$ cat config.mk
export PLATFORM = sky130hd
export DESIGN_NAME = pupc_top
export DESIGN_NICKNAME = d
export VERILOG_FILES = /design/src/verilog/pupc_top.v
export VERILOG_INCLUDE_DIRS = /design/src /design/src/inc
export SDC_FILE = /design/constraint.sdc
export NUM_CORES = 2
export LEC_CHECK = 0
export ABC_AREA = 1
export BUFFER_PORTS_ARGS = -buffer_cell sky130_fd_sc_hd__buf_2
export CAP_MARGIN = 40
export CELL_PAD_IN_SITES_DETAIL_PLACEMENT = 1
export CELL_PAD_IN_SITES_GLOBAL_PLACEMENT = 1
export CORE_MARGIN = 2
export CORE_UTILIZATION = 45
export CTS_BUF_LIST = sky130_fd_sc_hd__clkbuf_8
export CTS_CLUSTER_SIZE = 40
export DETAILED_ROUTE_END_ITERATION = 8
export GPL_TIMING_DRIVEN = 0
export HOLD_SLACK_MARGIN = 0.06
export PLACE_DENSITY_LB_ADDON = 0.1
export REMOVE_ABC_BUFFERS = 1
export SYNTH_ARGS = -nofsm -noshare
export SYNTH_HDL_FRONTEND = slang
export SYNTH_SLANG_ARGS = --single-unit
$ cat constraint.sdc
create_clock -name sys_clk -period 60.9 [get_ports sys_clk]
set_input_delay 9.135 -clock sys_clk [delete_from_list [all_inputs] [get_ports sys_clk]]
set_output_delay 9.135 -clock sys_clk [all_outputs]
set_load 0.005 [all_outputs]
$ cat src/inc/pupc_regs.vh
// Register map, field positions, reset values and event codes of the performance counters
`ifndef PUPC_REGS_VH
`define PUPC_REGS_VH
// Word-index pages and single offsets
`define PUPC_PG_CTR 5'h00
`define PUPC_PG_CTL 6'h02
`define PUPC_OFF_FILT 8'h0C
`define PUPC_OFF_BOX 8'h0D
`define PUPC_PG_RES 5'h02
// Residency counter slots within the page
`define PUPC_RES_CC3 2'h0
`define PUPC_RES_CC6 2'h1
`define PUPC_RES_PC2 2'h2
`define PUPC_RES_PC3 2'h3
// Control fields
`define PUPC_CTL_EVSEL 7:0
`define PUPC_CTL_OCCFLAG 7
`define PUPC_CTL_OCCSEL 15:14
`define PUPC_CTL_RST 17
`define PUPC_CTL_EDGE 18
`define PUPC_CTL_EN 22
`define PUPC_CTL_INV 23
`define PUPC_CTL_THR 28:24
`define PUPC_CTL_OCCINV 30
`define PUPC_CTL_OCCEDGE 31
`define PUPC_CTL_WMASK 32'hDFF4C0FF
// Box control fields
`define PUPC_BOX_RSTCTL 0
`define PUPC_BOX_RSTCTR 1
`define PUPC_BOX_FRZ 8
// Reset values
`define PUPC_RST_CTL 32'h00000000
`define PUPC_RST_FILT 32'h00000000
`define PUPC_RST_CNT 48'h000000000000
`define PUPC_RST_RES 64'h0000000000000000
// Occupancy select codes
`define PUPC_OCC_C0 2'h1
`define PUPC_OCC_C3 2'h2
`define PUPC_OCC_C6 2'h3
`define PUPC_OCC_MAXINC 4'h8
`define PUPC_OCC_SAT 4'hF
// Event codes
`define PUPC_EV_TICKS 8'h00
`define PUPC_EV_VOLT 8'h03
`define PUPC_EV_THERM 8'h04
`define PUPC_EV_POWER 8'h05
`define PUPC_EV_OS 8'h06
`define PUPC_EV_HOTINT 8'h09
`define PUPC_EV_HOTEXT 8'h0A
`define PUPC_EV_BAND0 8'h0B
`define PUPC_EV_BAND1 8'h0C
`define PUPC_EV_BAND2 8'h0D
`define PUPC_EV_BAND3 8'h0E
`define PUPC_EV_PKG_C0 8'h2A
`define PUPC_EV_PKG_C2E 8'h2B
`define PUPC_EV_PKG_C3 8'h2C
`define PUPC_EV_PKG_C6 8'h2D
`define PUPC_EV_PKG_C7 8'h2E
`define PUPC_EV_MEMSHED 8'h2F
`define PUPC_EV_DEM_FIRST 8'h30
`define PUPC_EV_DEM_LAST 8'h41
`define PUPC_EV_VRHOT 8'h42
`define PUPC_EV_PKG_C1E 8'h4E
`define PUPC_EV_TRN_FIRST 8'h60
`define PUPC_EV_TRN_LAST 8'h71
`define PUPC_EV_TRN_ALL 8'h72
`define PUPC_EV_IOLOW 8'h73
`define PUPC_EV_FREQCHG 8'h74
`define PUPC_EV_OCC 8'h80
// Package state vector bits
`define PUPC_PKG_C0 0
`define PUPC_PKG_C2E 1
`define PUPC_PKG_C3 2
`define PUPC_PKG_C6 3
`define PUPC_PKG_C7 4
`define PUPC_PKG_C1E 5
`endif

$ cat src/verilog/pupc_top.v
// Power control unit performance counters: event counters, band filter, residency counters
// How it works
// Counters hold 48 bits, upper bits read zero
// Filter holds four 8-bit band values
// Band value is ratio in 100 MHz steps
// Four band residency events count simultaneously
// Software limits shared filter use per run
// Four read-only 64-bit residency counters
// Residency counters ignore freeze and box resets
// Core residency adds one if any core
// Three 4-bit cores-in-state occupancy counts
// Occupancy event adds up to eight
// Package residency event codes and C1E
// Per-core demotion events 0x30 to 0x41
// Per-core transition cycles, plus total 0x72
// Frequency limit cycles: thermal, power, OS
// Frequency change and IO lower limit
// Memory phase shedding cycles event
// Edge detect turns cycles into transitions
// Event 0x03 counts voltage transition cycles
// Threshold five on C0 occupancy works
// Occupancy edge counts entries past threshold
// Inverted threshold and band filter work
// Occupancy select picks C0, C3, C6
// Bit 7 selects occupancy flags
// Threshold test greater-equal, invert less-than
// Counter wraps past bit 47
// Enabled unfrozen counter adds qualified increment
//
// The plain strobed port and the register offsets were decided locally.
`timescale 1ns/1ps
`include "pupc_regs.vh"
module pupc_top #(
    parameter NUM_CORES = 18
) (
    input wire sys_clk, // Unit clock
    input wire rst, // Async reset, active high
    input wire [7:0] regAddr, // Register word index
    input wire [31:0] regWrData, // Write data
    input wire regWr, // Write strobe
    input wire regRd, // Read strobe
    output reg [31:0] regRdData_q, // Read data, cycle after strobe
    input wire [NUM_CORES-1:0] coreInC0, // Core is in C0
    input wire [NUM_CORES-1:0] coreInC3, // Core is in C3
    input wire [NUM_CORES-1:0] coreInC6, // Core is in C6
    input wire [NUM_CORES-1:0] coreDemote, // Core demotion pulse
    input wire [NUM_CORES-1:0] coreTrans, // Core state transition busy
    input wire [5:0] pkgState, // Package state, one bit per state
    input wire [7:0] curRatio, // Operating ratio, 100 MHz steps
    input wire voltTrans, // Voltage transition busy
    input wire freqTrans, // Frequency change busy
    input wire [2:0] freqLimit, // Upper limit: thermal, power, OS
    input wire ioLowLimit, // IO lower limit strongest
    input wire memShed, // Memory phase shedding active
    input wire prochotInt, // Internal hot throttle
    input wire prochotExt, // External hot throttle
    input wire vrHot // Regulator hot
);

    // Saturating population count for occupancy
    // More than fifteen cores in one state would overflow a 4-bit count,
    // so the count sticks at its top value instead of wrapping
    function [3:0] popSat;
        input [NUM_CORES-1:0] v;
        integer k;
        integer s;
        begin
            s = 0;
            for (k = 0; k < NUM_CORES; k = k + 1) begin
                s = s + v[k];
            end
            if (s > 15) begin
                popSat = `PUPC_OCC_SAT;
            end else begin
                popSat = s[3:0];
            end
        end
    endfunction

    // Monitoring counters, their controls, the band filter and the freeze flag
    reg [47:0] cnt_q [0:3];
    reg [31:0] ctl_q [0:3];
    reg [31:0] filt_q;
    reg frz_q;
    // Free-running residency counters, never touched by software
    reg [63:0] resCc3_q;
    reg [63:0] resCc6_q;
    reg [63:0] resPc2_q;
    reg [63:0] resPc3_q;
    // Registered cores-in-state counts; occupancy events lag the pins by one cycle
    reg [3:0] occC0_q;
    reg [3:0] occC3_q;
    reg [3:0] occC6_q;
    // Last cycle's threshold result per counter, for edge detection
    reg [3:0] prevCmp_q;
    // Per-counter increment after threshold, invert and edge shaping
    reg [3:0] qInc [0:3];
    reg [3:0] cmpNow;
    reg [7:0] code;
    reg [7:0] idx;
    reg [3:0] raw;
    reg [4:0] thr;
    reg inv;
    reg edg;
    reg cmp;
    reg [31:0] rdMux_d;
    // Loop index of the combinational shaping only
    integer i;
    // Loop index of the clocked counter process; kept apart so each has one driver
    integer j;

    // Per-core pulses padded to a full word so any index in the code range is legal
    // Indices past the last core read zero, so unused codes count nothing
    wire [31:0] demoteW = {{(32-NUM_CORES){1'b0}}, coreDemote};
    wire [31:0] transW = {{(32-NUM_CORES){1'b0}}, coreTrans};
    // Register write decodes; the box word carries the shared reset actions
    wire wrCtr = regWr && (regAddr[7:3] == `PUPC_PG_CTR);
    wire wrCtl = regWr && (regAddr[7:2] == `PUPC_PG_CTL);
    wire wrFilt = regWr && (regAddr == `PUPC_OFF_FILT);
    wire wrBox = regWr && (regAddr == `PUPC_OFF_BOX);
    wire boxRstCtr = wrBox && regWrData[`PUPC_BOX_RSTCTR];
    wire boxRstCtl = wrBox && regWrData[`PUPC_BOX_RSTCTL];

    // Raw event selection and threshold, invert, edge shaping per counter
    // All four counters share one event decoder body, unrolled by the loop,
    // so every event can be counted on any of the four counters
    always @* begin
        code = 8'h00;
        idx = 8'h00;
        raw = 4'h0;
        thr = 5'h00;
        inv = 1'b0;
        edg = 1'b0;
        cmp = 1'b0;
        cmpNow = 4'h0;
        for (i = 0; i < 4; i = i + 1) begin
            code = ctl_q[i][`PUPC_CTL_EVSEL];
            raw = 4'h0;
            if (code >= `PUPC_EV_DEM_FIRST && code <= `PUPC_EV_DEM_LAST) begin
                idx = code - `PUPC_EV_DEM_FIRST;
                raw = {3'h0, demoteW[idx[4:0]]};
            end else if (code >= `PUPC_EV_TRN_FIRST && code <= `PUPC_EV_TRN_LAST) begin
                idx = code - `PUPC_EV_TRN_FIRST;
                raw = {3'h0, transW[idx[4:0]]};
            end else begin
                case (code)
                    `PUPC_EV_TICKS: raw = 4'h1;
                    `PUPC_EV_VOLT: raw = {3'h0, voltTrans};
                    `PUPC_EV_THERM: raw = {3'h0, freqLimit[0]};
                    `PUPC_EV_POWER: raw = {3'h0, freqLimit[1]};
                    `PUPC_EV_OS: raw = {3'h0, freqLimit[2]};
                    `PUPC_EV_HOTINT: raw = {3'h0, prochotInt};
                    `PUPC_EV_HOTEXT: raw = {3'h0, prochotExt};
                    // Band n active while ratio is below its value
                    `PUPC_EV_BAND0: raw = {3'h0, curRatio < filt_q[7:0]};
                    `PUPC_EV_BAND1: raw = {3'h0, curRatio < filt_q[15:8]};
                    `PUPC_EV_BAND2: raw = {3'h0, curRatio < filt_q[23:16]};
                    `PUPC_EV_BAND3: raw = {3'h0, curRatio < filt_q[31:24]};
                    `PUPC_EV_PKG_C0: raw = {3'h0, pkgState[`PUPC_PKG_C0]};
                    `PUPC_EV_PKG_C2E: raw = {3'h0, pkgState[`PUPC_PKG_C2E]};
                    `PUPC_EV_PKG_C3: raw = {3'h0, pkgState[`PUPC_PKG_C3]};
                    `PUPC_EV_PKG_C6: raw = {3'h0, pkgState[`PUPC_PKG_C6]};
                    `PUPC_EV_PKG_C7: raw = {3'h0, pkgState[`PUPC_PKG_C7]};
                    `PUPC_EV_PKG_C1E: raw = {3'h0, pkgState[`PUPC_PKG_C1E]};
                    `PUPC_EV_MEMSHED: raw = {3'h0, memShed};
                    `PUPC_EV_VRHOT: raw = {3'h0, vrHot};
                    `PUPC_EV_TRN_ALL: raw = {3'h0, |coreTrans};
                    `PUPC_EV_IOLOW: raw = {3'h0, ioLowLimit};
                    `PUPC_EV_FREQCHG: raw = {3'h0, freqTrans};
                    `PUPC_EV_OCC: begin
                        // Occupancy count of the selected state, capped per cycle
                        case (ctl_q[i][`PUPC_CTL_OCCSEL])
                            `PUPC_OCC_C0: raw = occC0_q;
                            `PUPC_OCC_C3: raw = occC3_q;
                            `PUPC_OCC_C6: raw = occC6_q;
                            default: raw = 4'h0;
                        endcase
                        if (raw > `PUPC_OCC_MAXINC) begin
                            raw = `PUPC_OCC_MAXINC;
                        end
                    end
                    default: raw = 4'h0;
                endcase
            end
            thr = ctl_q[i][`PUPC_CTL_THR];
            // Occupancy events use their own invert and edge flags
            if (code[`PUPC_CTL_OCCFLAG]) begin
                inv = ctl_q[i][`PUPC_CTL_OCCINV];
                edg = ctl_q[i][`PUPC_CTL_OCCEDGE];
            end else begin
                inv = ctl_q[i][`PUPC_CTL_INV];
                edg = ctl_q[i][`PUPC_CTL_EDGE];
            end
            // Threshold test, with zero threshold meaning any activity
            // The test sees the increment of this cycle, not the running count
            if (thr == 5'h00) begin
                cmp = (raw != 4'h0);
            end else if (inv) begin
                cmp = ({1'b0, raw} < thr);
            end else begin
                cmp = ({1'b0, raw} >= thr);
            end
            cmpNow[i] = cmp;
            // Edge mode counts only the cycles where the test result turns true;
            // with invert set this is the falling edge of the plain test
            if (edg) begin
                qInc[i] = {3'h0, cmp & ~prevCmp_q[i]};
            end else if (thr != 5'h00) begin
                qInc[i] = {3'h0, cmp};
            end else begin
                qInc[i] = raw;
            end
        end
    end

    // Monitoring counters and their controls
    // Priority per counter: reset, then software write, then counting, so a
    // write always lands as written even while the event is active
    always @(posedge sys_clk or posedge rst) begin
        if (rst) begin
            for (j = 0; j < 4; j = j + 1) begin
                cnt_q[j] <= `PUPC_RST_CNT;
                ctl_q[j] <= `PUPC_RST_CTL;
            end
            prevCmp_q <= 4'h0;
        end else begin
            prevCmp_q <= cmpNow;
            for (j = 0; j < 4; j = j + 1) begin
                if (boxRstCtl) begin
                    ctl_q[j] <= `PUPC_RST_CTL;
                end else if (wrCtl && regAddr[1:0] == j[1:0]) begin
                    // Reserved and write-only bits never reach the stored control
                    ctl_q[j] <= regWrData & `PUPC_CTL_WMASK;
                end
                if (boxRstCtr || (wrCtl && regAddr[1:0] == j[1:0] && regWrData[`PUPC_CTL_RST])) begin
                    cnt_q[j] <= `PUPC_RST_CNT;
                end else if (wrCtr && regAddr[2:1] == j[1:0]) begin
                    // Halves are written on their own; the other half keeps its value
                    if (regAddr[0]) begin
                        cnt_q[j][47:32] <= regWrData[15:0];
                    end else begin
                        cnt_q[j][31:0] <= regWrData;
                    end
                end else if (ctl_q[j][`PUPC_CTL_EN] && !frz_q) begin
                    // Carry out of bit 47 is dropped so the count wraps
                    cnt_q[j] <= cnt_q[j] + {44'h0, qInc[j]};
                end
            end
        end
    end

    // Filter and freeze state
    // The filter is shared by all band events; freeze stops only monitor counters
    always @(posedge sys_clk or posedge rst) begin
        if (rst) begin
            filt_q <= `PUPC_RST_FILT;
            frz_q <= 1'b0;
        end else begin
            if (wrFilt) begin
                filt_q <= regWrData;
            end
            if (wrBox) begin
                frz_q <= regWrData[`PUPC_BOX_FRZ];
            end
        end
    end

    // Occupancy sub-counters, refreshed every cycle
    // Registering them keeps the wide population count off the counter adders
    always @(posedge sys_clk or posedge rst) begin
        if (rst) begin
            occC0_q <= 4'h0;
            occC3_q <= 4'h0;
            occC6_q <= 4'h0;
        end else begin
            occC0_q <= popSat(coreInC0);
            occC3_q <= popSat(coreInC3);
            occC6_q <= popSat(coreInC6);
        end
    end

    // Free-running residency counters, untouched by software or freeze
    // Core counters add one when any core is in the state, not the core count
    // Only the chip reset clears them; box resets and writes have no path here
    always @(posedge sys_clk or posedge rst) begin
        if (rst) begin
            resCc3_q <= `PUPC_RST_RES;
            resCc6_q <= `PUPC_RST_RES;
            resPc2_q <= `PUPC_RST_RES;
            resPc3_q <= `PUPC_RST_RES;
        end else begin
            resCc3_q <= resCc3_q + {63'h0, |coreInC3};
            resCc6_q <= resCc6_q + {63'h0, |coreInC6};
            resPc2_q <= resPc2_q + {63'h0, pkgState[`PUPC_PKG_C2E]};
            resPc3_q <= resPc3_q + {63'h0, pkgState[`PUPC_PKG_C3]};
        end
    end

    // Read multiplexer; unmapped words read zero
    // Wide counters are read as two words and the pair is not latched, so
    // software must allow for a carry between the two reads
    always @* begin
        rdMux_d = 32'h00000000;
        if (regAddr[7:3] == `PUPC_PG_CTR) begin
            if (regAddr[0]) begin
                rdMux_d = {16'h0000, cnt_q[regAddr[2:1]][47:32]};
            end else begin
                rdMux_d = cnt_q[regAddr[2:1]][31:0];
            end
        end else if (regAddr[7:2] == `PUPC_PG_CTL) begin
            rdMux_d = ctl_q[regAddr[1:0]];
        end else if (regAddr == `PUPC_OFF_FILT) begin
            rdMux_d = filt_q;
        end else if (regAddr == `PUPC_OFF_BOX) begin
            rdMux_d = {23'h000000, frz_q, 8'h00};
        end else if (regAddr[7:3] == `PUPC_PG_RES) begin
            case (regAddr[2:1])
                `PUPC_RES_CC3: rdMux_d = regAddr[0] ? resCc3_q[63:32] : resCc3_q[31:0];
                `PUPC_RES_CC6: rdMux_d = regAddr[0] ? resCc6_q[63:32] : resCc6_q[31:0];
                `PUPC_RES_PC2: rdMux_d = regAddr[0] ? resPc2_q[63:32] : resPc2_q[31:0];
                `PUPC_RES_PC3: rdMux_d = regAddr[0] ? resPc3_q[63:32] : resPc3_q[31:0];
                default: rdMux_d = 32'h00000000;
            endcase
        end
    end

    // Read data stands only in the cycle after the strobe
    // Returning zero otherwise keeps stale counter values off the bus
    always @(posedge sys_clk or posedge rst) begin
        if (rst) begin
            regRdData_q <= 32'h00000000;
        end else if (regRd) begin
            regRdData_q <= rdMux_d;
        end else begin
            regRdData_q <= 32'h00000000;
        end
    end

endmodule // pupc_top

# Word-level counts from Yosys, hierarchy flattened

Cells that the tools add are included.

Add/sub/neg operators: 67
Order comparisons: 45
Equality and inequality tests: 118
Mux-type cells: 115
Bitwise operators: 10
Reductions and logical operators: 73

Operators with widths:

| cell                | number |
|---|---|
| $mux 32             | 22 |
| $mux 48             | 14 |
| $pmux 4 s23         | 4 |
| $add 64x1->64       | 4 |
| $eq 8x4->1 const B  | 26 |
| $add 48x4->48       | 4 |
| $eq 8x6->1 const B  | 24 |
| $eq 8x7->1 const B  | 20 |
| $mux 4              | 35 |
| $pmux 32 s4         | 1 |
| $bmux 48 s2         | 1 |
| $eq 8x3->1 const B  | 12 |
| $bmux 32 s2         | 1 |
| $le 8x7->1 const B  | 8 |
| $add 17x1->18       | 3 |
| $gt 18x4->1 const B | 3 |
| $reduce_or 18->1    | 3 |
| $add 16x1->17       | 3 |
| $add 15x1->16       | 3 |
| $lt 5x6->1 const B  | 8 |
| $pmux 4 s3          | 4 |
| $add 14x1->15       | 3 |
| $add 13x1->14       | 3 |
| $bmux 1 s5          | 8 |
| 44 further kinds    | 211 |

Flip-flop bits (word level): 657
Input bits: 158
Output and inout port bits: 32
Logic and storage cells: 451

# Logic depth before layout (Yosys ltp)

Depth in word-level cells: 19
Gate-level depth with buffers: 39
Depth with buffers taken out: 39

# Least setup slack after synthesis

OpenSTA, ideal clock, no wires.

Path kind: input to register
Start: input port curRatio[5]
End: register cnt_q[118] in the netlist's numbering
Library setup time: 0.127 ns
Arrival: 13.012 ns
Required time: 60.773 ns
Path slack: 47.762 ns
Cell stages on the path: 34
Cell sequence: ha_1 > a21oi_1 > nor2_1 > nor3_1 > nand3_1 > o21ai_0 > nor2_1 > nand3_1 > nand2_1 > ha_1 > nor2_1 > nor3_1 > nor2_1 > nor2_1 > nor2_1 > nand2_1 > nand3b_1 > nand2_1 > a21oi_1 > ha_1 > inv_1 > fa_1 > nand3b_1 > nand2_1 > inv_1 > nor2_1 > nand2_1 > nor2_1 > nand2_1 > nor2_1 > xor2_1 > nand2_1 > o211ai_1 > o21ai_1

Cells in the longest elaborated chain, start to end: 13
Elaborated cells on any way between the ends: 19
Classes of those cells: add/sub (1); order compare (6); mux (10); bitwise (1); reduce/logical (1)

Ends and longest elaborated chain:

| element                                         | RTL line                       | text |
|---|---|---|
| start, declared                                 | pupc_top.v:49                  | `input wire [7:0] curRatio,` |
| $lt 8x8->1 (on tied branches)                   | -                              |  |
| $pmux 4 s23 (*)                                 | pupc_top.v:146                 | `case (code)` |
| $mux 4 (*)                                      | pupc_top.v:142                 | `` end else if (code >= `PUPC_EV_TRN_FIRST && code <= `PUPC_EV_TRN_LAST) begin `` |
| $mux 4 (*)                                      | pupc_top.v:139                 | `` if (code >= `PUPC_EV_DEM_FIRST && code <= `PUPC_EV_DEM_LAST) begin `` |
| $ge 4x5->1 / $lt 4x5->1 (equally long branches) | pupc_top.v:201, pupc_top.v:199 |  |
| $mux 1                                          | pupc_top.v:198                 | `end else if (inv) begin` |
| $mux 1                                          | pupc_top.v:196                 | `if (thr == 5'h00) begin` |
| $mux 4 / $and 1x1->1 (equally long branches)    | pupc_top.v:208, pupc_top.v:207 |  |
| $mux 4 (*)                                      | pupc_top.v:206                 | `if (edg) begin` |
| $add 48x4->48 (*)                               | pupc_top.v:246                 | `cnt_q[j] <= cnt_q[j] + {44'h0, qInc[j]};` |
| $mux 48 (*)                                     | pupc_top.v:244                 | `` end else if (ctl_q[j][`PUPC_CTL_EN] && !frz_q) begin `` |
| $mux 48 (*)                                     | pupc_top.v:237                 | `end else if (wrCtr && regAddr[2:1] == j[1:0]) begin` |
| $mux 48 (*)                                     | pupc_top.v:235                 | `` if (boxRstCtr \|\| (wrCtl && regAddr[1:0] == j[1:0] && regWrData[`PUPC_CTL_RST])) begin `` |
| end signal, assigned by index                   | pupc_top.v:236                 | `` cnt_q[j] <= `PUPC_RST_CNT; `` |
| end signal, assigned by index                   | pupc_top.v:240                 | `cnt_q[j][47:32] <= regWrData[15:0];` |
| end signal, assigned by index                   | pupc_top.v:246                 |  |
| end, declared                                   | pupc_top.v:81                  | `reg [47:0] cnt_q [0:3];` |

Every way passes the cells marked *; elsewhere a longest branch is shown, timed or not. The select of a mux whose other input is x is not followed.
A chain may end at the register's enable or synchronous reset.

# Worst setup path in the final report

Start: input port curRatio[5]
End: register cnt_q[136] in the netlist's numbering

The elaborated chain is that of the path after synthesis.

==> impl_metrics.csv <==
group,metric,value,unit
outcome,status,"finished, final reports clean",
critical_path,start_kind,"primary input",
clocking,post_cts_resized,0,
power_and_ir_drop,p_leak,23.9,nW
finish,layout.cells.non_filler,7659,
logic_synthesis,synth-edff-count,0,
floorplan,dieArea,0.0997,mm²
critical_path,cpMostUsedCell,"nand2_1",
detailed_routing,detail-route-antenna-nets,0,
finish,area_delta_synth_final,11.7,%
detailed_routing,route.met2.wl,92400,µm
detailed_routing,dr.pass1.iters,6,
logic_synthesis,synthTopCellsByCount,"nand2_1 (1262), inv_1 (877), dfrtp_1 (617), nor2_1 (597), o21ai_0 (408)",
floorplan,num_rows,114,
logic_synthesis,syn_area,0.0437,mm²
detailed_routing,vias,46800,
global_routing,antenna_found_initial,14,
sta,hold_violations,0,
hold_path,hold_depth,1,
global_routing,grt_pass1_vias,46900,
sta,finalSetupTns,0,ns
sta,holdWs,0.470,ns
global_routing,overflow,0,
floorplan,core,0.0966,mm²
critical_path,path_max_fanout,6,
detailed_routing,drc,0,
floorplan,die_y,316,µm
clocking,clockBufferDepth,3,
place,io_buffers,189,
floorplan,die_w,316,µm
power_and_ir_drop,vdd_drop_max,0.0245,mV
sta,fin_crit_sh,0.250,
power_and_ir_drop,power_density,28.4,mW/mm²
logic_synthesis,synth_most_common_cell,"nand2_1",
detailed_routing,drtIter0Drc,4950,
logic_synthesis,synth_warnings,0,
finish,nNetsFinal,6579,
clocking,cts_tree,"built",
clocking,cts_inserted_buffers,115,
critical_path,crit_type,"in2reg",
critical_path,worstPathRequired,61.60,ns
place,placed_cells,7446,
sta,rsz0062_at_grt,"false",
detailed_routing,routed_wl,212000,µm
logic_synthesis,netlist-cell-type-count,69,
flow_run,cap_viol_max_count,0,
place,place.gp.congestion,1.05,
critical_path,critPathArrivalTime,15.91,ns
sta,setup_violations,0,
place,placed_area,0.0466,mm²
floorplan,initial_core_util,0.453,
logic_synthesis,synth_top_area_frac,0.353,
place,dp_hpwl,166000,µm
critical_path,crit_slowest_cell,"nor3_1",
critical_path,crit_path_max_incr_delay,0.69,ns
clocking,clk_pin_slew,0.06,ns
logic_synthesis,ys_ff_latch,617,
finish,drive_above_1_share,0.0863,
clocking,cts_setup_buffers,0,
logic_synthesis,ys_async_sr_fraction,1.00,
sta,post-route-min-period,15.21,ns
logic_synthesis,netlist_top_cells_area,"dfrtp_1 (35%), nand2_1 (11%), inv_1 (7.5%)",
clocking,cts-root-buf,"clkbuf_8",
logic_synthesis,yosysSeqAreaShare,0.353,
critical_path,reg2reg_depth,32,
logic_synthesis,syn_inst,6097,
clocking,cts.sinks,617,
detailed_routing,via_per_inst,6.11,
clocking,clk_latency,0.85,ns
global_routing,grt_max_degree,112,
finish,final_area,0.0489,mm²
detailed_routing,wl_met3,18000,µm
logic_synthesis,synth_area_per_cell,7.17,µm²
hold_path,hp-class,"reg2reg",
sta,clock_skew,0.0522,ns
sta,final_max_slew_viol_count,0,
sta,worstMarginPinSlew,0.966,ns
logic_synthesis,synth_top_cell_by_area,"dfrtp_1",
detailed_routing,wl_per_cell,27.7,µm
clocking,hold_buffers,0,
detailed_routing,wl_met1,85900,µm
place,dp_slack,45.20,ns
floorplan,io_pins,190,
clocking,htreeDepth,3,
global_routing,grt_pass1_wl,311000,µm
sta,relSlewSlack,0.355,
logic_synthesis,ys.flop_type,"dfrtp_1",
detailed_routing,top_layer,"met5",
global_routing,track_usage,0.421,
sta,worst_slack,45.69,ns
sta,max_freq,65.7,MHz
critical_path,endpoint_kind,"flip-flop",
==> sequential cells by signal, indices dropped and copies added, names as in the netlist <==
signal	flops
occC6_q	4
resPc2_q	64
ctl_q	80
prevCmp_q	4
occC3_q	4
resCc6_q	64
cnt_q	192
resCc3_q	64
code	8
regRdData_q	32
frz_q	1
resPc3_q	64
occC0_q	4
filt_q	32
==> logic make-up after synthesis <==
| group | synth area share |
|---|---|
| AND/OR/NAND/NOR | 0.283 |
| flip-flops | 0.353 |
| adder cells (fa/ha/maj) | 0.0452 |
| buffers and inverters | 0.0952 |
| multiplexers | 0.000458 |
| AO/OA/AOI/OAI | 0.156 |
| XOR/XNOR | 0.0673 |
==> cell type report <==
type | count | area [µm²]
clock buffers | 140 | 1930
repair buffers | 248 | 1940
flip-flops and latches | 617 | 15400
inverters | 909 | 3430
well taps | 1276 | 1600
fillers | 12400 | 47700
clock inverters | 64 | 312
multi-input cells | 4396 | 24200
diodes | 9 | 22.5
==> metrics by stage <==
step	utilization	total power, W
floorplan	-	0.000790
global placement	0.472	0.000947
detailed placement	0.482	0.000967
CTS	0.506	0.00138
global route	0.506	0.00145
finish	0.506	0.00139
==> power breakdown <==
part	switching, W	internal, W
registers	0.0000896	0.000474
clock network	0.000204	0.000208
logic	0.000282	0.000129
==> worst paths after layout <==
kind	startpoint	end	slack, ns
max	curRatio[5]	cnt_q[136]	45.69
min	resCc6_q[62]	resCc6_q[62]	0.47
max reg2reg	ctl_q[64]	cnt_q[136]	53.37
min reg2reg	resCc6_q[62]	resCc6_q[62]	0.47
max in group asynchronous	rst	regRdData_q[14]	50.76
min in group asynchronous	rst	resCc6_q[46]	8.34
==> worst max-delay path, delay by kind of cell <==
family	cells	cell delay (ns)
xor+xnor	1	0.17
simple gates	24	3.99
fa+ha+maj	4	1.29
compound gates	3	1.06
buf+inv	2	0.24
==> placed cells by master, fill, tap and decap left out, types with 51 or more instances in the layout <==
master    instances
nand2_1        1258
inv_1           913
dfrtp_1         617
nor2_1          596
o21ai_0         408
nand3_1         338
xor2_1          312
o22ai_1         240
nor3_1          221
a21oi_1         204
buf_2           196
nand4_1         154
clkbuf_8        140
ha_1             94
o211ai_1         84
nor4_1           76
o21ai_1          51
==> layer usage <==
layer  up-vias  track usage
li1      20800            -
met1     23300        0.546
met2      2086        0.638
met3       563       0.0932
met4        12        0.268
met5         -            0
No activity file was read; power rests on OpenSTA's default activity.
